**config.mk**
```make
export PLATFORM = sky130hd
export DESIGN_NAME = pfi_fault_irq
export DESIGN_NICKNAME = d
export VERILOG_FILES = /design/src/rtl/pfi_pkg.sv /design/src/rtl/pfi_minper.sv /design/src/rtl/pfi_fault_irq.sv
export VERILOG_INCLUDE_DIRS = /design/src /design/src/rtl
export SDC_FILE = /design/constraint.sdc
export NUM_CORES = 1
export LEC_CHECK = 0
export ABC_AREA = 1
export BUFFER_PORTS_ARGS = -buffer_cell sky130_fd_sc_hd__buf_2
export CORE_MARGIN = 2
export CORE_UTILIZATION = 58
export DETAILED_ROUTE_END_ITERATION = 6
export PLACE_DENSITY = 0.91
export REMOVE_ABC_BUFFERS = 1
export SETUP_SLACK_MARGIN = 0.15
export SYNTH_ARGS = -nofsm -noshare
export SYNTH_HDL_FRONTEND = slang
export SYNTH_SLANG_ARGS = --single-unit
```
**constraint.sdc**
```tcl
create_clock -name ref_clk_i -period 5.5 [get_ports ref_clk_i]
set_clock_uncertainty 0.2 [all_clocks]
set_input_delay 0.55 -clock ref_clk_i [delete_from_list [all_inputs] [get_ports ref_clk_i]]
set_output_delay 0.55 -clock ref_clk_i [all_outputs]
set_load 0.005 [all_outputs]
```
**src/rtl/pfi_defines.svh**
```systemverilog
// register offsets, field positions, reset values and widths of the fault block
`ifndef PFI_DEFINES_SVH
`define PFI_DEFINES_SVH

`define PFI_ADDR_W 8
`define PFI_DATA_W 32
`define PFI_MINPER_W 16

// ==========================================
// register byte offsets
`define PFI_OFS_CTRL 8'h00
`define PFI_OFS_MINPER 8'h04
`define PFI_OFS_SENSE 8'h08
`define PFI_OFS_TRIG0 8'h0C
`define PFI_OFS_TRIG1 8'h10
`define PFI_OFS_FSTAT0 8'h14
`define PFI_OFS_FSTAT1 8'h18
`define PFI_OFS_FCLR0 8'h1C
`define PFI_OFS_FCLR1 8'h20
`define PFI_OFS_IRQ_EN 8'h24
`define PFI_OFS_IRQ_RAW 8'h28
`define PFI_OFS_IRQ_MSK 8'h2C

// ==========================================
// control register fields
`define PFI_CTRL_LATCH 0
`define PFI_CTRL_MINPER 1
`define PFI_CTRL_EXTSRC 2
`define PFI_CTRL_GEN_IRQ_EN 3

// ==========================================
// reset values
`define PFI_RST_CTRL 4'h0
`define PFI_RST_TRIG0 4'h1
`define PFI_RST_TRIG1 8'h00
`define PFI_RST_SENSE 4'h0
`define PFI_RST_MINPER 16'h0000

`endif

```
**src/rtl/pfi_pkg.sv**
```systemverilog
// types shared by the fault and interrupt block
package pfi_pkg;
	// six generator event sources, in status bit order
	typedef struct packed {
		logic irq_cmp_b_counting_down;
		logic irq_cmp_b_counting_up;
		logic irq_cmp_a_counting_down;
		logic irq_cmp_a_counting_up;
		logic irq_counter_at_load;
		logic irq_counter_at_zero;
	} pfi_irq_s;

	// raw fault trigger inputs of both groups
	typedef struct packed {
		logic [7:0] digital_cmp;
		logic [3:0] ext_fault;
	} pfi_trig_s;

	typedef enum logic [1:0] {
		PFI_IDLE,
		PFI_ACTIVE,
		PFI_STRETCH
	} pfi_state_e;
endpackage

```
**src/rtl/pfi_minper.sv**
```systemverilog
// minimum fault period stretcher
`timescale 1ns/1ps
`include "pfi_defines.svh"

module pfi_minper
	import pfi_pkg::*;
(
	input wire logic ref_clk_i,
	input wire logic reset_n_i,
	input wire logic enable_i,
	input wire logic [`PFI_MINPER_W-1:0] period_i,
	input wire logic fault_i,
	output logic fault_o
);
	logic [`PFI_MINPER_W-1:0] count;
	pfi_state_e state;

	// ==========================================
	// state and down counter
	// reload while the source is up so the stretch starts at release
	always_ff @(posedge ref_clk_i or negedge reset_n_i) begin
		if (!reset_n_i) begin
			state <= PFI_IDLE;
			count <= '0;
		end else begin
			case (state)
				PFI_IDLE: begin
					if (fault_i) begin
						state <= PFI_ACTIVE;
						count <= period_i;
					end
				end
				PFI_ACTIVE: begin
					count <= period_i;
					if (!fault_i) begin
						if (enable_i && period_i > 16'h0001) begin
							state <= PFI_STRETCH;
							count <= period_i - 16'h0002;
						end else begin
							state <= PFI_IDLE;
						end
					end
				end
				PFI_STRETCH: begin
					if (fault_i) begin
						state <= PFI_ACTIVE;
						count <= period_i;
					end else if (count == '0) begin
						state <= PFI_IDLE;
					end else begin
						count <= count - 16'h0001;
					end
				end
				default: begin
					state <= PFI_IDLE;
				end
			endcase
		end
	end

	// held fault covers at least period cycles from first assertion;
	// the hold states count only while the option is on, so a plain
	// fault follows its source with no extra cycle
	always_comb begin
		fault_o = fault_i || (enable_i && (state == PFI_STRETCH ||
			(state == PFI_ACTIVE && period_i > 16'h0001)));
	end
endmodule

```
**src/rtl/pfi_fault_irq.sv**
```systemverilog
// fault qualification and interrupt logic of one pwm generator
`timescale 1ns/1ps
`include "pfi_defines.svh"

// Overview of operation
// - a fault stays asserted at least the programmed minimum number of cycles
// - stretching only applies while the minimum period option is set
// - each of four external fault inputs has its own active level
// - fault is the OR of enabled triggers after sense correction
// - group zero holds four fault pins, group one eight comparators
// - after reset only external fault input zero is a fault source
// - extended option selects the programmed triggers; software programs them
// - software reads back the trigger enables of each group
// - trigger status is live, or latched when latching is set
// - a status one means the trigger is active or latched active
// - writing one clears an interrupt status bit, zero leaves it
// - raw and masked status views, masked is raw AND enables
// - interrupt needs both generator enable and source enable
// - fault interrupt stays up for the whole stretched period
// - suppressed outputs go low during a fault unless level configured
module pfi_fault_irq
	import pfi_pkg::*;
(
	input wire logic ref_clk_i,
	input wire logic reset_n_i,
	input wire logic [`PFI_ADDR_W-1:0] addr_i,
	input wire logic [`PFI_DATA_W-1:0] wdata_i,
	input wire logic wr_i,
	input wire logic rd_i,
	output logic [`PFI_DATA_W-1:0] rdata_o,
	input wire pfi_trig_s trig_i,
	input wire pfi_irq_s event_i,
	input wire logic [7:0] pwm_i,
	output logic [7:0] pwm_o,
	output logic fault_o,
	output logic fault_irq_o,
	output logic irq_o
);
	// ==========================================
	// configuration registers
	logic latch_mode;
	logic min_fault_period_option;
	logic extended_fault_source_option;
	logic gen_irq_en;
	logic [`PFI_MINPER_W-1:0] min_period;
	logic [3:0] fault_input_active_low;
	logic [3:0] trig_sel_ext;
	logic [7:0] trig_sel_cmp;
	logic [7:0] suppress;
	logic [7:0] drive_high;
	pfi_irq_s irq_en;
	pfi_irq_s irq_raw;

	// ==========================================
	// fault trigger state
	logic [3:0] ext_adj;
	logic [3:0] ext_live;
	logic [7:0] cmp_live;
	logic [3:0] ext_latched;
	logic [7:0] cmp_latched;
	logic raw_fault;
	logic stretched;

	function automatic logic hit(input logic [`PFI_ADDR_W-1:0] ofs);
		hit = (addr_i == ofs);
	endfunction

	// sense correction for each external input
	genvar g;
	generate
		for (g = 0; g < 4; g++) begin : g_sense
			// one selects fault_input_active_low, zero active high
			assign ext_adj[g] = trig_i.ext_fault[g] ^ fault_input_active_low[g];
		end
	endgenerate

	// pick the enabled triggers; legacy mode sees pin zero alone
	always_comb begin
		if (extended_fault_source_option) begin
			ext_live = ext_adj & trig_sel_ext;
			cmp_live = trig_i.digital_cmp & trig_sel_cmp;
		end else begin
			ext_live = {3'h0, ext_adj[0]};
			cmp_live = 8'h00;
		end
	end

	// latched copies include the live bits so nothing is lost on set
	always_comb begin
		if (latch_mode) begin
			raw_fault = |ext_latched | |cmp_latched | |ext_live | |cmp_live;
		end else begin
			raw_fault = |ext_live | |cmp_live;
		end
	end

	pfi_minper u_minper (
		.ref_clk_i(ref_clk_i),
		.reset_n_i(reset_n_i),
		.enable_i(min_fault_period_option),
		.period_i(min_period),
		.fault_i(raw_fault),
		.fault_o(stretched)
	);

	// ==========================================
	// control register writes
	always_ff @(posedge ref_clk_i or negedge reset_n_i) begin
		if (!reset_n_i) begin
			{gen_irq_en, extended_fault_source_option,
				min_fault_period_option, latch_mode} <= `PFI_RST_CTRL;
			min_period <= `PFI_RST_MINPER;
			fault_input_active_low <= `PFI_RST_SENSE;
			suppress <= 8'h00;
			drive_high <= 8'h00;
		end else if (wr_i) begin
			if (hit(`PFI_OFS_CTRL)) begin
				latch_mode <= wdata_i[`PFI_CTRL_LATCH];
				min_fault_period_option <= wdata_i[`PFI_CTRL_MINPER];
				extended_fault_source_option <= wdata_i[`PFI_CTRL_EXTSRC];
				gen_irq_en <= wdata_i[`PFI_CTRL_GEN_IRQ_EN];
				suppress <= wdata_i[15:8];
				drive_high <= wdata_i[23:16];
			end
			if (hit(`PFI_OFS_MINPER)) begin
				min_period <= wdata_i[`PFI_MINPER_W-1:0];
			end
			if (hit(`PFI_OFS_SENSE)) begin
				fault_input_active_low <= wdata_i[3:0];
			end
		end
	end

	// trigger selections, reset to pin zero only
	always_ff @(posedge ref_clk_i or negedge reset_n_i) begin
		if (!reset_n_i) begin
			trig_sel_ext <= `PFI_RST_TRIG0;
			trig_sel_cmp <= `PFI_RST_TRIG1;
		end else if (wr_i) begin
			if (hit(`PFI_OFS_TRIG0)) begin
				trig_sel_ext <= wdata_i[3:0];
			end
			if (hit(`PFI_OFS_TRIG1)) begin
				trig_sel_cmp <= wdata_i[7:0];
			end
		end
	end

	// ==========================================
	// latched trigger status, set wins over a clear in the same cycle
	always_ff @(posedge ref_clk_i or negedge reset_n_i) begin
		if (!reset_n_i) begin
			ext_latched <= 4'h0;
			cmp_latched <= 8'h00;
		end else if (!latch_mode) begin
			ext_latched <= 4'h0;
			cmp_latched <= 8'h00;
		end else begin
			if (wr_i && hit(`PFI_OFS_FCLR0)) begin
				ext_latched <= (ext_latched & ~wdata_i[3:0]) | ext_live;
			end else begin
				ext_latched <= ext_latched | ext_live;
			end
			if (wr_i && hit(`PFI_OFS_FCLR1)) begin
				cmp_latched <= (cmp_latched & ~wdata_i[7:0]) | cmp_live;
			end else begin
				cmp_latched <= cmp_latched | cmp_live;
			end
		end
	end

	// ==========================================
	// interrupt enable and sticky status
	always_ff @(posedge ref_clk_i or negedge reset_n_i) begin
		if (!reset_n_i) begin
			irq_en <= '0;
		end else if (wr_i && hit(`PFI_OFS_IRQ_EN)) begin
			irq_en <= wdata_i[5:0];
		end
	end

	// an event landing in the clearing cycle stays set
	always_ff @(posedge ref_clk_i or negedge reset_n_i) begin
		if (!reset_n_i) begin
			irq_raw <= '0;
		end else if (wr_i && hit(`PFI_OFS_IRQ_RAW)) begin
			irq_raw <= (irq_raw & ~wdata_i[5:0]) | event_i;
		end else begin
			irq_raw <= irq_raw | event_i;
		end
	end

	// ==========================================
	// outputs, all registered
	always_ff @(posedge ref_clk_i or negedge reset_n_i) begin
		if (!reset_n_i) begin
			irq_o <= 1'b0;
			fault_o <= 1'b0;
			fault_irq_o <= 1'b0;
		end else begin
			irq_o <= gen_irq_en && |(irq_raw & irq_en);
			fault_o <= stretched;
			fault_irq_o <= stretched;
		end
	end

	// suppressed outputs take the chosen level, low by default
	always_ff @(posedge ref_clk_i or negedge reset_n_i) begin
		if (!reset_n_i) begin
			pwm_o <= 8'h00;
		end else begin
			for (int i = 0; i < 8; i++) begin
				if (stretched && suppress[i]) begin
					pwm_o[i] <= drive_high[i];
				end else begin
					pwm_o[i] <= pwm_i[i];
				end
			end
		end
	end

	// ==========================================
	// read data stands one cycle after the strobe, zero otherwise
	always_ff @(posedge ref_clk_i or negedge reset_n_i) begin
		if (!reset_n_i) begin
			rdata_o <= '0;
		end else if (!rd_i) begin
			rdata_o <= '0;
		end else begin
			case (addr_i)
				`PFI_OFS_CTRL: rdata_o <= {8'h00, drive_high, suppress, 4'h0,
					gen_irq_en, extended_fault_source_option,
					min_fault_period_option, latch_mode};
				`PFI_OFS_MINPER: rdata_o <= {16'h0000, min_period};
				`PFI_OFS_SENSE: rdata_o <= {28'h0, fault_input_active_low};
				`PFI_OFS_TRIG0: rdata_o <= {28'h0, trig_sel_ext};
				`PFI_OFS_TRIG1: rdata_o <= {24'h0, trig_sel_cmp};
				`PFI_OFS_FSTAT0: rdata_o <= {28'h0,
					latch_mode ? ext_latched : ext_live};
				`PFI_OFS_FSTAT1: rdata_o <= {24'h0,
					latch_mode ? cmp_latched : cmp_live};
				`PFI_OFS_IRQ_EN: rdata_o <= {26'h0, irq_en};
				`PFI_OFS_IRQ_RAW: rdata_o <= {26'h0, irq_raw};
				`PFI_OFS_IRQ_MSK: rdata_o <= {26'h0, irq_raw & irq_en};
				default: rdata_o <= '0;
			endcase
		end
	end
endmodule

```
==> results of run 1 <==
## sequential cells by signal (all words and copies together) (netlist names)
| signal | cells |
|---|---|
| u_minper.count | 16 |
| irq_en | 6 |
| ext_latched | 4 |
| gen_irq_en | 1 |
| fault_input_active_low | 4 |
| trig_sel_ext | 4 |
| latch_mode | 1 |
| extended_fault_source_option | 1 |
| cmp_latched | 8 |
| u_minper.state | 2 |
| irq_raw | 6 |
| pwm_o | 8 |
| rdata_o | 24 |
| trig_sel_cmp | 8 |
| fault_irq_o | 1 |
| min_period | 16 |
| min_fault_period_option | 1 |
| suppress | 8 |
| irq_o | 1 |
| drive_high | 8 |
## final cells by class
type                            count  area (um2)  area share [%]
Tap cell                          172         215            2.48
Clock buffer                       21         460            5.31
Clock inverter                     11         156            1.80
Inverter                          121         454            5.24
Sequential cell                   128        3200            37.0
Timing Repair Buffer               97         490            5.66
Multi-Input combinational cell    787        3690            42.5
## cells by family after synthesis
group           share of synthesized area, %
flops                                   42.4
mux                                     1.19
fa+ha+maj                               1.16
other cells                           0.0497
buf+inv                                 9.10
xor+xnor                                1.51
compound gates                          10.3
simple gates                            34.2
## worst register-to-register path, stage by stage, from the launching register on
cell and delay [ps]:
dfrtp_1 600, nand3_1 280, nand2_1 120, nor2_1 180, nand2_2 100, inv_2 80, nand3_4 260, nor2_2 300
nor2_4 60, nand2_4 280, nor2_1 80, nand2_1 110, nand2_1 60
## cell usage after synthesis (all sizes together)
library cell / count / area [um2]
nand4: 6 / 37.5
nand3: 101 / 548
nor2: 137 / 566
dfstp: 1 / 26.3
conb: 1 / 3.75
buf: 22 / 158
dfrtp: 127 / 3180
o2bb2ai: 1 / 8.76
and2: 1 / 6.26
a31oi: 3 / 18.8
nand3b: 2 / 15.0
a211oi: 1 / 7.51
o21ai: 82 / 414
o31ai: 7 / 52.6
a21oi: 27 / 135
mux2: 8 / 90.1
xor2: 10 / 87.6
o21bai: 3 / 22.5
xnor2: 3 / 26.3
o2111ai: 1 / 8.76
a221oi: 1 / 8.76
inv: 121 / 454
o221ai: 1 / 8.76
ha: 7 / 87.6
nor3: 7 / 35.0
o21a: 1 / 7.51
nand2: 356 / 1380
clkbuf: 20 / 75.1
o22ai: 8 / 50.1
o211ai: 5 / 37.5
## through the flow
| stage | total power, mW | std cells |
|---|---|---|
| floorplan | 1.69 | 1036 |
| global placement | 1.89 | 1305 |
| detailed placement | 1.92 | 1305 |
| CTS | 3.10 | 1337 |
| global route | 3.28 | 1337 |
| finish | 3.11 | 1337 |
## metal layers
metal / share of wire, % / up-vias / global-route usage, %
met5: 0.061 / - / 0
met4: 4.9 / 2 / 18.4
met2: 49 / 468 / 52.0
met3: 8.8 / 97 / 6.73
li1: - / 3547 / -
met1: 38 / 3518 / 38.2
## report_power, final
group	switching, mW	internal (mW)	leakage, nW	total [mW]
Sequential	0.0879	1.02	1.68	1.11
Clock	0.437	0.740	0.290	1.18
Combinational	0.545	0.278	2.69	0.823
Total	1.07	2.04	4.66	3.11
## worst paths after layout
path,endpoint,slack (ps)
max in group asynchronous,rdata_o[6],3810
min in group ref_clk_i,irq_raw[1],110
min,rdata_o[20],100
max,drive_high[7],2440
max reg2reg,u_minper.count[3],2680
min reg2reg,drive_high[2],300
==> results.py, run 1 <==
metrics = {
    "cells_and_area": {
        "fin_nets": 1229,
        "fin_area_um2": 8670,
        "fill_cells": 1014,
        "area_delta_synth_final_pct": 14.8,
        "mostFrequentLayoutCell": "nand2_1",
        "post-route-util_pct": 68.4,
        "drive_gt1_share_pct": 13.8,
        "layout_common_cells": "nand2_1, nor2_1, dfrtp_1",
        "n_antenna_cell": 0,
    },
    "power_and_ir_drop": {
        "pwr_density_cell_nw_per_um2": 358,
        "ir_drop_v": 0.000298,
        "power.static_leakage_nw": 4.66,
    },
    "logic_synthesis": {
        "yosysWarnings": 0,
        "yosys_register_bits": 128,
        "avgSynthCellArea_um2": 7.05,
        "netlist_area_um2": 7550,
        "seq_area_frac_synth_pct": 42.4,
        "synth_cells": 1071,
        "synth_cell_types": 44,
    },
    "floorplan": {
        "num_rows": 41,
        "fp.dieW_um": 118,
        "ios": 113,
        "initial_core_util_pct": 59.6,
        "die_area_um2": 13900,
        "die-height_um": 118,
        "core_um2": 12700,
    },
    "clock_tree": {
        "ctsResizeCount": 0,
        "root_buffer": "clkbuf_16",
        "clkTransAtPathRegs_ps": 60,
        "cts_buffer_depth": 2,
        "tritoncts": "done",
        "clk_latency_ps": 430,
        "cts_hold_buf": 0,
        "cts_sinks": 128,
        "cts_made_buffers": 17,
        "postCtsSetupBuffers": 0,
        "htree_levels": 4,
    },
    "worst_setup_path": {
        "worstPathRequired_ps": 5600,
        "cpPeakStageDelay_ps": 700,
        "cp-start-kind": "input port",
        "reg2reg_depth": 12,
        "worst_path_max_delay_cell": "nand2_1",
        "crit_top_cell": "nand2_1",
        "cp-end-kind": "flop",
        "crit_fanout": 32,
        "crit_start": "addr_i[7]",
        "crit_family": "simple AND/OR/NAND/NOR gates",
        "criticalPathCategory": "in2reg",
        "worstPathCellList": "buf_2 -> nor2_1 -> nand2_1 -> nor2_1 -> nand2_1 -> inv_1 -> nand2_1 -> mux2_1",
        "worstReg2RegStart": "extended_fault_source_option",
        "crit_buf_inv": 2,
        "crit_arrival_ps": 3160,
        "critical_path_depth": 8,
    },
    "routing": {
        "drt_iter0_drc": 909,
        "drc": 0,
        "ant_nets": 0,
        "vias": 7632,
        "drt_first_pass_iters": 6,
        "drt-total-wl_mm": 21.3,
        "viasPerCell": 5.71,
        "wl_per_cell_um": 15.9,
    },
    "run_status": {
        "status": "completed",
    },
    "place": {
        "placed_area_um2": 8050,
        "dpl_worst_slack_ps": 2130,
        "hpwl_mm": 14.5,
        "io_buffers": 96,
        "place_congestion": 0.953,
    },
    "global_routing": {
        "grt_start_max_net_pins": 87,
        "grt_pass1_vias": 7349,
        "grt_overflow": 0,
        "grt_pass1_wl_mm": 35.2,
        "antenna_found_initial": 1,
        "grt_use_total_pct": 31.6,
    },
    "flow_run": {
        "maxCapViolCount": 0,
    },
    "worst_hold_path": {
        "hold_class": "in2async",
    },
    "timing": {
        "layout_min_cycle_time_ps": 3060,
        "fin_tns_setup_ps": 0,
        "drv_slew": 0,
        "fmax_mhz": 327,
        "setup_viol": 0,
        "slew_headroom_pct": 26.4,
        "tightest_slew_ps": 1100,
        "min_period_over_period_pct": 55.6,
        "worst_hold_slack_ps": 102,
        "setup_ws_ps": 2440,
        "hold_violations": 0,
        "rsz0062_at_grt": "no",
    },
}
Note: power is estimated with default switching activity, not from simulation.
==> run 2: changes to the inputs <==
Settings changed: CORE_UTILIZATION 58 to 52, PLACE_DENSITY 0.91 to 0.87.
Clock period 5.5 ns to 2.55 ns, I/O delays scaled along.
==> run 2 against run 1 <==
Critical path depth increased by 6; sequential power increased by 110%; first-iteration DRC count down 23%; critical path type is now reg2reg; critical endpoint is now u_minper.count[8]; largest cell class unchanged.
==> results.py, run 2 (synthesis results as in run 1) <==
metrics = {
    "timing": {
        "setup_viol": 0,
        "min_period_over_period_pct": 88.2,
        "fmax_mhz": 445,
        "layout_min_cycle_time_ps": 2250,
        "tightest_slew_ps": 744,
        "slew_headroom_pct": 50.4,
        "setup_ws_ps": 302,
        "hold_violations": 0,
        "drv_slew": 0,
        "fin_tns_setup_ps": 0,
        "rsz0062_at_grt": "yes",
    },
    "worst_setup_path": {
        "worstPathRequired_ps": 2670,
        "r2r_slack_ps": 300,
        "worstReg2RegStart": "extended_fault_source_option",
        "reg2reg_depth": 14,
        "cp-end-kind": "flop",
        "crit_arrival_ps": 2360,
        "criticalPathCategory": "reg2reg",
        "crit_fanout": 9,
        "r2r-end": "u_minper.count[8]",
        "cp-start-kind": "flop",
    },
    "floorplan": {
        "fp.dieW_um": 125,
        "initial_core_util_pct": 52.6,
        "ios": 113,
        "core_um2": 14400,
        "num_rows": 44,
        "die_area_um2": 15500,
        "die-height_um": 125,
    },
    "global_routing": {
        "grt_start_max_net_pins": 53,
        "antenna_found_initial": 0,
        "grt_pass1_vias": 7692,
        "grt_overflow": 0,
        "grt_use_total_pct": 29.8,
        "grt_pass1_wl_mm": 37.1,
    },
    "place": {
        "place_congestion": 0.930,
        "hpwl_mm": 15.2,
        "dpl_worst_slack_ps": 112,
        "placed_area_um2": 8290,
        "io_buffers": 96,
    },
    "routing": {
        "vias": 7875,
        "drt_iter0_drc": 698,
        "ant_nets": 0,
        "wl_per_cell_um": 15.8,
        "drt-total-wl_mm": 22.6,
        "drt_first_pass_iters": 5,
        "viasPerCell": 5.52,
        "drc": 0,
    },
    "power_and_ir_drop": {
        "clkPwrFrac_pct": 36.4,
        "pwr_density_cell_nw_per_um2": 712,
        "p_comb_share_pct": 28.1,
        "p_int_mw": 4.38,
        "power.total_mw": 6.72,
        "power.static_leakage_nw": 5.01,
        "switchingPower_mw": 2.34,
        "seq_power_share_pct": 35.5,
        "ir_drop_v": 0.000531,
        "p_sw_share_pct": 34.8,
    },
    "clock_tree": {
        "tritoncts": "done",
        "clk_latency_ps": 420,
        "clkTransAtPathRegs_ps": 60,
        "root_buffer": "clkbuf_16",
        "cts_buffer_depth": 2,
        "htree_levels": 4,
        "cts_made_buffers": 17,
        "cts_sinks": 128,
    },
    "cells_and_area": {
        "area_delta_synth_final_pct": 24.9,
        "regMostFlops": "rdata_o",
        "n_antenna_cell": 0,
        "drive_gt1_share_pct": 16.1,
        "fin_nets": 1308,
        "fin_area_um2": 9430,
        "ff_latch_area_um2": 3210,
        "multi_input_area_um2": 3710,
        "top_regs": "rdata_o: 24 flops, min_period: 16 flops, u_minper.count: 16 flops",
        "mostFrequentLayoutCell": "nand2_1",
        "largest_register_ffs": 24,
        "fill_cells": 1155,
        "layout_common_cells": "nand2_1, dfrtp_1, nor2_1",
    },
    "worst_hold_path": {
        "worstHoldStart": "wdata_i[4]",
        "hold_class": "in2reg",
        "hold-path-cell-count": 3,
        "whs_endpoint": "trig_sel_cmp[4]",
    },
    "run_status": {
        "status": "completed",
    },
    "flow_run": {
        "maxCapViolCount": 0,
    },
}
## run 2: cell count changes in the layout (fill, tap and decap cells not counted), moves of 2 or more
cell / previous run / this run
clkinvlp_4: 3 / 6
buf_12: 0 / 3
clkbuf_1: 2 / 0
nor2_2: 5 / 8
buf_4: 2 / 33
nor2_1: 128 / 125
dlygate4sd3_1: 0 / 45
clkinv_4: 4 / 2
## run 2: area by class of cell
class                           count  share of cell area (%)
Multi-Input combinational cell    787                    39.4
Sequential cell                   128                    34.0
Timing Repair Buffer              176                    13.1
Inverter                          121                    4.82
Clock buffer                       19                    4.80
Tap cell                          184                    2.44
Clock inverter                     12                    1.45
## run 2: power groups by stage
stage / clock, mW / sequential (mW) / combinational [mW]
floorplan: 0 / 2.37 / 1.29
global route: 2.54 / 2.40 / 2.16
global placement: 0 / 2.41 / 1.70
detailed placement: 0 / 2.41 / 1.75
finish: 2.45 / 2.38 / 1.89
CTS: 2.44 / 2.38 / 1.82
## run 2: worst max-delay path by stage
stage | from | to | slack [ps] | cells after the start
2_1_floorplan | addr_i[1] | drive_high[2] | 320 | 7
3_3_place_gp | extended_fault_source_option | u_minper.count[7] | 160 | 12
3_5_place_dp | extended_fault_source_option | u_minper.count[1] | 110 | 12
4_1_cts | extended_fault_source_option | u_minper.count[1] | 220 | 12
5_1_grt | min_period[3] | u_minper.count[4] | 150 | 12
6_report | extended_fault_source_option | u_minper.count[8] | 300 | 14
## run 2: timing repair
action / in CTS / in global routing
setup endpoints to repair: 15 / 19
cloned: 0 / 0
hold buffers: 45 / 0
pin swaps: 0 / 1
setup buffers: 0 / 8
gates resized for setup: 1 / 6
endpoints found under the hold margin: 103 / 0
## run 2: per-stage QoR
stage	util, %	std cells	hold slack, ps
4_1_cts	64.9	1419	0.810
5_1_grt	65.6	1427	32.2
3_5_place_dp	57.7	1343	153
3_3_place_gp	57.7	1343	145
6_report	65.6	1427	5.58
2_1_floorplan	-	1036	-241
## run 2: worst max-delay path, stage by stage, from the launching register on
cell and delay [ps]:
dfrtp_2 430, buf_4 190, nand2_1 60, inv_1 40, nand3_1 170, nand2_4 100, nor2_4 110, nand2_2 90
nor2_8 200, buf_4 190, nand2_1 80, nand3_1 90, nand3_1 80, nand2_1 80, nand2_1 40
## run 2: per-layer routing
metal | share of wire (%) | GRT usage, %
met5 | 0 | 0
met4 | 4.5 | 14.7
met2 | 50 | 51.8
met1 | 38 | 35.2
met3 | 7.2 | 5.84
==> run 3: changes to the inputs <==
Settings changed: CORE_UTILIZATION 52 to 35, PLACE_DENSITY 0.87 to 0.65.
==> run 3 against run 2 <==
Cell count rose by 6.3%; clock-buffer cell count fell by 1; total power fell by 3.2%; largest cell class unchanged; critical endpoint is now u_minper.count[14].
==> results.py, run 3 (synthesis results as in run 1) <==
metrics = {
    "cells_and_area": {
        "mostFrequentLayoutCell": "nand2_1",
        "regMostFlops": "rdata_o",
        "top_regs": "rdata_o: 24 flops, min_period: 16 flops, u_minper.count: 16 flops",
        "multi_input_area_um2": 3710,
        "largest_register_ffs": 24,
        "fin_nets": 1306,
        "drive_gt1_share_pct": 15.8,
        "area_delta_synth_final_pct": 25.7,
        "fill_cells": 2157,
        "layout_common_cells": "nand2_1, nor2_1, dfrtp_1",
        "fin_area_um2": 9490,
        "ff_latch_area_um2": 3210,
    },
    "global_routing": {
        "grt_pass1_vias": 7348,
        "grt_overflow": 0,
        "grt_use_total_pct": 20.4,
        "antenna_found_initial": 0,
        "grt_start_max_net_pins": 59,
        "grt_pass1_wl_mm": 36.2,
    },
    "worst_setup_path": {
        "crit_arrival_ps": 2360,
        "worstPathRequired_ps": 2660,
        "cp-start-kind": "flop",
        "criticalPathCategory": "reg2reg",
        "cp-end-kind": "flop",
        "crit_fanout": 17,
    },
    "floorplan": {
        "die_area_um2": 22800,
        "core_um2": 21100,
        "initial_core_util_pct": 35.8,
        "ios": 113,
        "fp.dieW_um": 151,
        "die-height_um": 151,
        "num_rows": 53,
    },
    "flow_run": {
        "maxCapViolCount": 0,
    },
    "place": {
        "io_buffers": 96,
        "place_congestion": 0.927,
        "placed_area_um2": 8420,
        "dpl_worst_slack_ps": 175,
        "hpwl_mm": 16.2,
    },
    "routing": {
        "drc": 0,
        "drt-total-wl_mm": 22.2,
        "ant_nets": 0,
        "viasPerCell": 4.95,
        "drt_iter0_drc": 588,
        "wl_per_cell_um": 14.7,
        "vias": 7503,
        "drt_first_pass_iters": 5,
    },
    "clock_tree": {
        "cts_made_buffers": 17,
        "clkTransAtPathRegs_ps": 60,
        "cts_buffer_depth": 2,
        "tritoncts": "done",
        "root_buffer": "clkbuf_16",
        "htree_levels": 4,
        "cts_sinks": 128,
        "clk_latency_ps": 430,
    },
    "worst_hold_path": {
        "hold_class": "in2reg",
    },
    "timing": {
        "slew_headroom_pct": 57.4,
        "fin_tns_setup_ps": 0,
        "min_period_over_period_pct": 88.1,
        "hold_violations": 0,
        "fmax_mhz": 445,
        "drv_slew": 0,
        "layout_min_cycle_time_ps": 2250,
        "tightest_slew_ps": 639,
        "rsz0062_at_grt": "yes",
        "setup_viol": 0,
        "setup_ws_ps": 304,
    },
    "power_and_ir_drop": {
        "ir_drop_v": 0.000407,
        "power.static_leakage_nw": 4.98,
        "pwr_density_cell_nw_per_um2": 685,
    },
    "run_status": {
        "status": "completed",
    },
}
run 3: power breakdown:
group	internal (mW)	switching [mW]
sequential	2.20	0.181
combinational	0.723	1.18
clock	1.26	0.954
total	4.18	2.32
run 3: worst max-delay path, stage by stage (launching register included):
cell,delay (ps)
dfrtp_4,490
buf_4,190
nand3_1,150
nand2_1,110
inv_1,60
nand2_1,40
nor2_1,100
nand2_2,100
nor2_8,160
nand3_4,90
nand2_4,110
buf_12,150
nor2_1,50
nand2_1,80
nand2_1,50
run 3: what timing repair did:
action,CTS,global route
endpoints found under the setup margin,0,26
hold buffers,46,0
endpoints found under the hold margin,111,0
buffers inserted,0,4
resized for setup,0,8
run 3: layer usage:
metal	up-vias	wire length (um)	global-route usage [%]	share of wire, %
li1	3699	-	-	-
met1	3531	9930	26.0	45
met2	240	10700	35.3	48
met3	33	1180	3.43	5.3
met4	0	463	6.82	2.1
met5	-	0	0	0
run 3: area by class of cell:
| cell class | instances | area share [%] |
|---|---|---|
| multi-input combinational | 787 | 39.1 |
| sequential | 128 | 33.8 |
| timing repair buffer | 174 | 13.1 |
| inverter | 121 | 4.79 |
| clock buffer | 18 | 4.63 |
| tap | 275 | 3.63 |
| clock inverter | 13 | 0.963 |
| antenna | 1 | 0.0264 |
run 3: worst paths after layout:
kind                                              start                 end  slack, ps  cells past startpoint
min reg2reg                               drive_high[2]       drive_high[2]        290                      1
max in group asynchronous                     reset_n_i       min_period[2]       1220                      3
min                                          trig_i[11]      cmp_latched[7]         10                      3
max                        extended_fault_source_option  u_minper.count[14]        300                     14
max reg2reg                extended_fault_source_option  u_minper.count[14]        300                     14
min in group asynchronous                     reset_n_i         rdata_o[22]        190                      2
run 3: stage by stage:
step                hold slack [ps]  instances  util (%)  power, mW
floorplan                      -241       1036         -       3.65
global placement               68.8       1435      39.9       4.20
detailed placement             75.9       1435      39.9       4.23
CTS                            18.5       1512      44.6       6.51
global route                   34.3       1516      45.0       6.95
finish                         14.4       1517      45.0       6.50
